[src/gmss_pkg.sv]
package gmss_pkg;

    localparam int CLK_HZ          = 10_000_000;
    localparam int SAMPLE_HZ       = 1000;
    localparam int SAMPLE_CYCLES   = CLK_HZ / SAMPLE_HZ;
    localparam int SETTLE_US       = 1000;
    localparam int SETTLE_CYCLES   = SETTLE_US * (CLK_HZ / 1_000_000);
    localparam int CNT_W           = 16;

    localparam int ST_INTEGRITY    = 7;
    localparam int ST_STARTUP      = 6;
    localparam int ST_OUTSIDE      = 5;
    localparam int ST_OVERLOAD     = 4;
    localparam int ST_CHAN_ERR     = 3;
    localparam int ST_CH_LSB       = 0;

    localparam logic [7:0] STATUS_RST = 8'h40;

    typedef enum logic [1:0] {
        GMSS_DG_PART   = 2'h0,
        GMSS_DG_SERIAL = 2'h1,
        GMSS_DG_CONFIG = 2'h2
    } gmss_dg_t;

    typedef enum logic [6:0] {
        GMSS_SETTLE    = 7'h01,
        GMSS_SYNC      = 7'h02,
        GMSS_SEND_PART = 7'h04,
        GMSS_SEND_SER  = 7'h08,
        GMSS_SEND_CFG  = 7'h10,
        GMSS_NORMAL    = 7'h20,
        GMSS_SERVICE   = 7'h40
    } gmss_state_t;

    typedef struct packed {
        logic       integrity;
        logic       outside;
        logic [2:0] overloadCh;
        logic [2:0] errorCh;
    } gmss_health_t;

    typedef struct packed {
        logic     reqValid;
        gmss_dg_t reqKind;
    } gmss_dgreq_t;

endpackage

[src/gmss_status_byte.sv]
`timescale 1ns/1ps
`default_nettype none
module gmss_status_byte
    import gmss_pkg::*;
(
    input  wire logic         ref_clk,
    input  wire logic         reset_n,
    input  wire logic         startUp,
    input  wire gmss_health_t health,
    output logic [7:0]        statusByte
);
    typedef struct packed {
        logic [7:0] status;
    } gmss_sb_state_t;

    gmss_sb_state_t state_ff;
    gmss_sb_state_t nxt_state;

    always_comb begin
        nxt_state = state_ff;
        nxt_state.status = '0;
        nxt_state.status[ST_INTEGRITY] = health.integrity;
        nxt_state.status[ST_STARTUP]   = startUp;
        nxt_state.status[ST_OUTSIDE]   = health.outside;
        nxt_state.status[ST_OVERLOAD]  = |health.overloadCh;
        nxt_state.status[ST_CHAN_ERR]  = |health.errorCh;
        // channel bits are shared: overload and error channels are merged
        nxt_state.status[ST_CH_LSB +: 3] = health.overloadCh
                                         | health.errorCh;
    end

    always_ff @(posedge ref_clk) begin
        if (!reset_n) begin
            state_ff.status <= STATUS_RST;
        end else begin
            state_ff <= nxt_state;
        end
    end

    assign statusByte = state_ff.status;
endmodule
`default_nettype wire

[src/gmss_mode_sequencer.sv]
// What this block does
// - status bit7 integrity fault, bit6 start-up
// - status bit5 outside operating conditions
// - overload sets bit4, channels in bits2..0
// - channel error sets bit3, channels bits2..0
// - external reset active low, idle high
// - external reset forces whole controller into init
// - init on power, reset, command in normal mode, service exit
// - settle references, then synchronise channels first
// - send part, serial, config datagrams in order
// - after config datagram enter normal mode
// - normal mode answers identification datagram requests
// - starts measuring without host set-up
// - sample channels at 1000 per second
`timescale 1ns/1ps
`default_nettype none
module gmss_mode_sequencer
    import gmss_pkg::*;
#(
    parameter int SETTLE_CNT = SETTLE_CYCLES,
    parameter int SAMPLE_CNT = SAMPLE_CYCLES
) (
    input  wire logic         ref_clk,
    input  wire logic         reset_n,
    input  wire logic         external_reset_in,
    input  wire logic         resetCmd,
    input  wire logic         serviceEnterCmd,
    input  wire logic         serviceExitCmd,
    input  wire gmss_dgreq_t  hostReq,
    input  wire logic         syncDone,
    input  wire logic         dgDone,
    input  wire gmss_health_t health,
    output logic              chanReset,
    output logic              chanSyncStart,
    output var gmss_dgreq_t   dgSend,
    output logic              sampleTick,
    output logic              normalMode,
    output logic              serviceMode,
    output logic [7:0]        statusByte
);
    typedef struct packed {
        logic [1:0]       rstSync;
        gmss_state_t      mode;
        logic [CNT_W-1:0] settleCnt;
        logic [CNT_W-1:0] sampleCnt;
        logic             syncIssued;
        logic             sendIssued;
        logic             chanReset;
        logic             syncStart;
        gmss_dgreq_t      dgSend;
        logic             sampleTick;
        logic             reqPend;
        gmss_dg_t         reqKind;
    } gmss_seq_state_t;

    localparam logic [CNT_W-1:0] SETTLE_LAST = CNT_W'(SETTLE_CNT - 1);
    localparam logic [CNT_W-1:0] SAMPLE_LAST = CNT_W'(SAMPLE_CNT - 1);

    gmss_seq_state_t state_ff;
    gmss_seq_state_t nxt_state;
    logic            extResetAsserted;

    function automatic gmss_dgreq_t mk_req(input gmss_dg_t kind);
        gmss_dgreq_t r;
        r.reqValid = 1'b1;
        r.reqKind  = kind;
        return r;
    endfunction

    function automatic logic [CNT_W-1:0] count_up(input logic [CNT_W-1:0] v);
        return v + 1'b1;
    endfunction

    // every way into init restarts the settle wait from zero, except the default recovery from an illegal mode, which keeps settleCnt
    function automatic gmss_seq_state_t go_init(input gmss_seq_state_t s);
        gmss_seq_state_t r;
        r            = s;
        r.mode       = GMSS_SETTLE;
        r.settleCnt  = '0;
        r.syncIssued = 1'b0;
        r.sendIssued = 1'b0;
        r.reqPend    = 1'b0;
        return r;
    endfunction

    // pin is low-active; an open pin idles high by the pad pull-up
    assign extResetAsserted = ~state_ff.rstSync[1];

    always_comb begin
        nxt_state = state_ff;
        // rstSync[0] only feeds rstSync[1]
        nxt_state.rstSync    = {state_ff.rstSync[0], external_reset_in};
        nxt_state.syncStart  = 1'b0;
        nxt_state.dgSend     = '0;
        nxt_state.sampleTick = 1'b0;
        nxt_state.chanReset  = 1'b0;
        // requests outside normal mode are dropped with no sign to the host
        if (hostReq.reqValid && state_ff.mode == GMSS_NORMAL) begin
            nxt_state.reqPend = 1'b1;
            nxt_state.reqKind = hostReq.reqKind;
        end
        case (state_ff.mode)
            GMSS_SETTLE: begin
                nxt_state.chanReset = 1'b1;
                if (state_ff.settleCnt == SETTLE_LAST) begin
                    nxt_state.mode      = GMSS_SYNC;
                    nxt_state.settleCnt = '0;
                end else begin
                    nxt_state.settleCnt = count_up(state_ff.settleCnt);
                end
            end
            GMSS_SYNC: begin
                if (!state_ff.syncIssued) begin
                    nxt_state.syncStart  = 1'b1;
                    nxt_state.syncIssued = 1'b1;
                end else if (syncDone) begin
                    nxt_state.mode       = GMSS_SEND_PART;
                    nxt_state.syncIssued = 1'b0;
                end
            end
            GMSS_SEND_PART: begin
                if (!state_ff.sendIssued) begin
                    nxt_state.dgSend     = mk_req(GMSS_DG_PART);
                    nxt_state.sendIssued = 1'b1;
                end else if (dgDone) begin
                    nxt_state.mode       = GMSS_SEND_SER;
                    nxt_state.sendIssued = 1'b0;
                end
            end
            GMSS_SEND_SER: begin
                if (!state_ff.sendIssued) begin
                    nxt_state.dgSend     = mk_req(GMSS_DG_SERIAL);
                    nxt_state.sendIssued = 1'b1;
                end else if (dgDone) begin
                    nxt_state.mode       = GMSS_SEND_CFG;
                    nxt_state.sendIssued = 1'b0;
                end
            end
            GMSS_SEND_CFG: begin
                if (!state_ff.sendIssued) begin
                    nxt_state.dgSend     = mk_req(GMSS_DG_CONFIG);
                    nxt_state.sendIssued = 1'b1;
                end else if (dgDone) begin
                    nxt_state.mode       = GMSS_NORMAL;
                    nxt_state.sendIssued = 1'b0;
                    // first tick lands a full period after entry
                    nxt_state.sampleCnt  = '0;
                end
            end
            GMSS_NORMAL: begin
                // sampling runs on its own, no host action needed
                if (state_ff.sampleCnt == SAMPLE_LAST) begin
                    nxt_state.sampleCnt  = '0;
                    nxt_state.sampleTick = 1'b1;
                end else begin
                    nxt_state.sampleCnt = count_up(state_ff.sampleCnt);
                end
                // one answer in flight at a time; newer request replaces
                if (state_ff.sendIssued) begin
                    if (dgDone) begin
                        nxt_state.sendIssued = 1'b0;
                    end
                end else if (state_ff.reqPend) begin
                    nxt_state.dgSend     = mk_req(state_ff.reqKind);
                    nxt_state.sendIssued = 1'b1;
                    nxt_state.reqPend    = hostReq.reqValid;
                end
                if (resetCmd) begin
                    nxt_state = go_init(nxt_state);
                end else if (serviceEnterCmd) begin
                    nxt_state.mode       = GMSS_SERVICE;
                    nxt_state.sendIssued = 1'b0;
                    nxt_state.reqPend    = 1'b0;
                end
            end
            GMSS_SERVICE: begin
                if (serviceExitCmd) begin
                    nxt_state = go_init(nxt_state);
                end
            end
            default: begin
                nxt_state.mode = GMSS_SETTLE;
            end
        endcase
        if (extResetAsserted) begin
            // whole controller returns to init; sync chain keeps running
            nxt_state            = '0;
            nxt_state.rstSync    = {state_ff.rstSync[0], external_reset_in};
            nxt_state.mode       = GMSS_SETTLE;
            nxt_state.chanReset  = 1'b1;
            nxt_state.dgSend     = '0;
        end
    end

    always_ff @(posedge ref_clk) begin
        if (!reset_n) begin
            state_ff         <= '0;
            // chain starts at idle-high so no false pin reset follows
            state_ff.rstSync <= 2'h3;
            state_ff.mode    <= GMSS_SETTLE;
            state_ff.dgSend  <= '0;
        end else begin
            state_ff <= nxt_state;
        end
    end

    assign chanReset     = state_ff.chanReset;
    assign chanSyncStart = state_ff.syncStart;
    assign dgSend        = state_ff.dgSend;
    assign sampleTick    = state_ff.sampleTick;
    assign normalMode    = (state_ff.mode == GMSS_NORMAL);
    assign serviceMode   = (state_ff.mode == GMSS_SERVICE);

    // service mode counts as started: the unit is up, just not measuring
    gmss_status_byte u_status (
        .ref_clk    (ref_clk),
        .reset_n    (reset_n),
        .startUp    (~(normalMode | serviceMode)),
        .health     (health),
        .statusByte (statusByte)
    );
endmodule
`default_nettype wire

[config.mk]
export PLATFORM = sky130hd
export DESIGN_NAME = gmss_mode_sequencer
export DESIGN_NICKNAME = d
export VERILOG_FILES = /design/src/gmss_pkg.sv /design/src/gmss_status_byte.sv /design/src/gmss_mode_sequencer.sv
export SDC_FILE = /design/constraint.sdc
export NUM_CORES = 1
export LEC_CHECK = 0
export BUFFER_PORTS_ARGS = -buffer_cell sky130_fd_sc_hd__buf_2
export CAP_MARGIN = 20
export CORE_MARGIN = 3
export CORE_UTILIZATION = 60
export DETAILED_ROUTE_END_ITERATION = 10
export PLACE_DENSITY = 0.81
export SYNTH_ARGS = -nofsm -noshare
export SYNTH_HDL_FRONTEND = slang
export SYNTH_SLANG_ARGS = --single-unit
export TNS_END_PERCENT = 10
[constraint.sdc]
create_clock -name ref_clk -period 5.03 [get_ports ref_clk]
set_input_delay 1.2575 -clock ref_clk [delete_from_list [all_inputs] [get_ports ref_clk]]
set_output_delay 1.2575 -clock ref_clk [all_outputs]
set_load 0.05 [all_outputs]
==> metrics.csv <==
stage,metric,value,unit
final_layout,Multi-input gate area,1820,um2
final_layout,Filler Cells Inserted,396,
place,PortBufs,34,
floorplanning,initial core utilization,64.7,%
critical_path,crit path capture type,output port,
yosys,Most used DFF post-synth,dfxtp_1,
clock_tree,hold_buf cts,0,
timing,post-layout min period,3230,ps
timing,Slew Limit Headroom,34.0,%
timing,fmax,0.309,GHz
critical_path,Crit path max-delay family,flip-flops,
yosys,post-synth cell types,72,
critical_path,crit-path max cell delay,560,ps
place,pre-CTS WS,2060,ps
power_and_ir_drop,clock share of power,46.0,%
grt,largest net degree at the start of global routing,28,
timing,Max Clock Skew,7.86,ps
timing,Max Slew Vio Count,0,
drt,via count,2856,
grt,initial antenna violation count,0,
critical_path,"Req. time, crit path",3770,ps
final_layout,register area,1200,um2
yosys,synthesized netlist cell count,358,
yosys,Post-synth EDFFs,0,
drt,DRC,0,
clock_tree,CTS tree,done,
drt,Pre-antenna DRT Iters,5,
power_and_ir_drop,power density cells,280,nW/um2
floorplanning,core area,4910,um2
drt,final wirelength,7210,um
power_and_ir_drop,Pwr Total,0.984,mW
critical_path,worst path cell trace,and2b_2 -> nand3_2 -> inv_2 -> buf_2,
final_layout,layout cell share with drive strength beyond 1,20.7,%
critical_path,Worst setup SP type,flip-flop,
timing,TNS Setup,0,ps
timing,RSZ-0062 raised after global routing,no,
floorplanning,Die Height,78.8,um
power_and_ir_drop,Sw Pwr,0.242,mW
clock_tree,CTS buffer count,9,
yosys,share of the yosys chip area belonging to registers,37.8,%
yosys,Ys Warns,0,
clock_tree,Clock Sink Count,60,
timing,Worst Slack Setup Final,1800,ps
power_and_ir_drop,Switching Share,24.5,%
power_and_ir_drop,Gate power share,4.8,%
floorplanning,# IOs,35,
place,Final HPWL DP,4950,um
clock_tree,clk_lat worst skew,340,ps
power_and_ir_drop,P_leak,1.30,nW
drt,post-route ant nets,0,
outcome,status,"complete, no violations",
critical_path,crit path buf inv count,2,
clock_tree,deepest level of the CTS H-tree,3,
drt,WL/cell,15.9,um
floorplanning,die area,6210,um2
yosys,syn_nets,379,
yosys,syn avg cell area,8.88,um2
yosys,Synth async-reset ratio,0,%
power_and_ir_drop,Int Pwr,0.743,mW
final_layout,Antenna Cells,0,
clock_tree,post-CTS setup buffer count,0,
clock_tree,CTS root buffer,clkbuf_8,
timing,Final Cycle Share,64.3,%
power_and_ir_drop,worst IR drop on VDD,0.240,mV
grt,GR Util All Layers,24.7,%
grt,first-pass GRT wire length,12200,um
floorplanning,row cnt,25,
clock_tree,# resized after CTS,0,
final_layout,synth-to-layout area growth,10.4,%
run,max capacitance violation total,0,
floorplanning,die width,78.8,um
clock_tree,clk buf depth,2,
drt,DR iter-0 viols,211,
yosys,Post-Synthesis Cell Area,3180,um2
place,RD Place Congestion,0.856,
critical_path,CP arrival,1970,ps
timing,Final setup viols,0,
grt,via count of the first global-routing pass,2591,
critical_path,CP max stage cell,dfxtp_1,
worst_hold_path,min-delay worst type,flip-flop to flip-flop,
timing,Slew @ Worst Pin,987,ps
timing,endpoints failing hold,0,
critical_path,CP Max Fanout,13,
grt,global route overflow,0,
final_layout,layout net count,403,
power_and_ir_drop,sequential share of power,49.2,%
yosys,Synth Register Bits,60,
critical_path,critical path class,flip-flop to output port,
clock_tree,Worst-path clk slew,70,ps
drt,vias per std cell,6.29,
[cells in the mapped netlist (7+ instances only)]
cell,count,share of area (%)
a21oi_1,19,3.0
o21ai_0,14,2.2
nor2_1,32,3.8
dfxtp_1,60,38
and3_1,11,2.2
xor2_1,10,2.8
nand2_1,29,3.4
nor3_1,15,2.4
nand3_1,12,1.9
inv_1,7,0.83
buf_4,8,1.9
[flip-flops by register name, summed over array words and instances, names as in the netlist, named ones only]
signal / flops
state_ff: 44
dgSend: 3
chanSyncStart: 1
sampleTick: 1
u_status.statusByte: 8
chanReset: 1
[per-stage QoR]
step | instance area, um2 | utilization, % | cells | hold slack [ps]
global placement | 3300 | 67.2 | 438 | 392
finish | 3510 | 71.5 | 454 | 420
global route | 3510 | 71.5 | 454 | 450
detailed placement | 3300 | 67.2 | 438 | 397
floorplan | 3180 | - | 358 | 386
CTS | 3510 | 71.5 | 454 | 425
[power by group through the flow]
stage | Sequential [mW] | Combinational [mW] | Clock (mW)
6_report | 0.484 | 0.0472 | 0.453
3_5_place_dp | 0.495 | 0.0467 | 0
3_3_place_gp | 0.495 | 0.0460 | 0
5_1_grt | 0.485 | 0.0513 | 0.483
2_1_floorplan | 0.509 | 0.0167 | 0
4_1_cts | 0.484 | 0.0473 | 0.457
[per-layer routing]
| metal | track usage (%) | wire, um | up-vias |
|---|---|---|---|
| li1 | - | - | 1371 |
| met1 | 33.3 | 3180 | 1359 |
| met5 | 0 | 0 | - |
| met2 | 38.7 | 3420 | 109 |
| met4 | 10.5 | 153 | 0 |
| met3 | 4.42 | 450 | 17 |
[cell type report]
cell class                      count  share of cell area, %
Timing Repair Buffer               34                   4.85
Multi-Input combinational cell    269                   51.8
Tap cell                           67                   2.39
Inverter                            8                  0.856
Clock buffer                       10                   3.92
Clock inverter                      6                   2.00
Sequential cell                    60                   34.2
[final timing paths]
path | from | endpoint | slack, ps | cells after the start
worst max register to register | state_ff[45] | state_ff[37] | 2850 | 5
worst max-delay path | state_ff[48] | normalMode | 1800 | 4
worst min register to register | state_ff[50] | state_ff[51] | 420 | 1
worst min-delay path | state_ff[50] | state_ff[51] | 420 | 1
[logic make-up (layout without fill, tap and decap cells)]
logic type	after synthesis	count (layout)	synth area share [%]
muxes	6	6	1.89
buffers and inverters	29	58	5.08
and+or+nand+nor	163	163	30.5
xor gates and xnor gates	16	16	4.41
AOI/OAI and AO/OA	82	82	19.5
adders and majority gates	2	2	0.787
DFF	60	60	37.8
[placed cells by master (no fill, tap or decap), types with 3 or more instances in the layout]
cell / instances
nand2_1: 29
a2111oi_2: 4
and3_1: 11
o21ai_1: 3
nand4_1: 4
a22oi_1: 3
nand2b_1: 3
inv_1: 7
inv_6: 3
and2_1: 6
o21a_1: 3
dfxtp_1: 60
o21ai_0: 14
nor4b_1: 4
nand4_2: 3
nand3_1: 12
a21oi_1: 19
buf_2: 34
xnor2_1: 6
xor2_1: 10
nor4_1: 5
clkbuf_8: 10
mux2i_1: 6
o2111ai_1: 5
and4_1: 3
or3_1: 6
o211ai_1: 4
nor3_1: 15
nor2_1: 32
nand3b_1: 6
No activity file was read; power rests on OpenSTA's default activity.
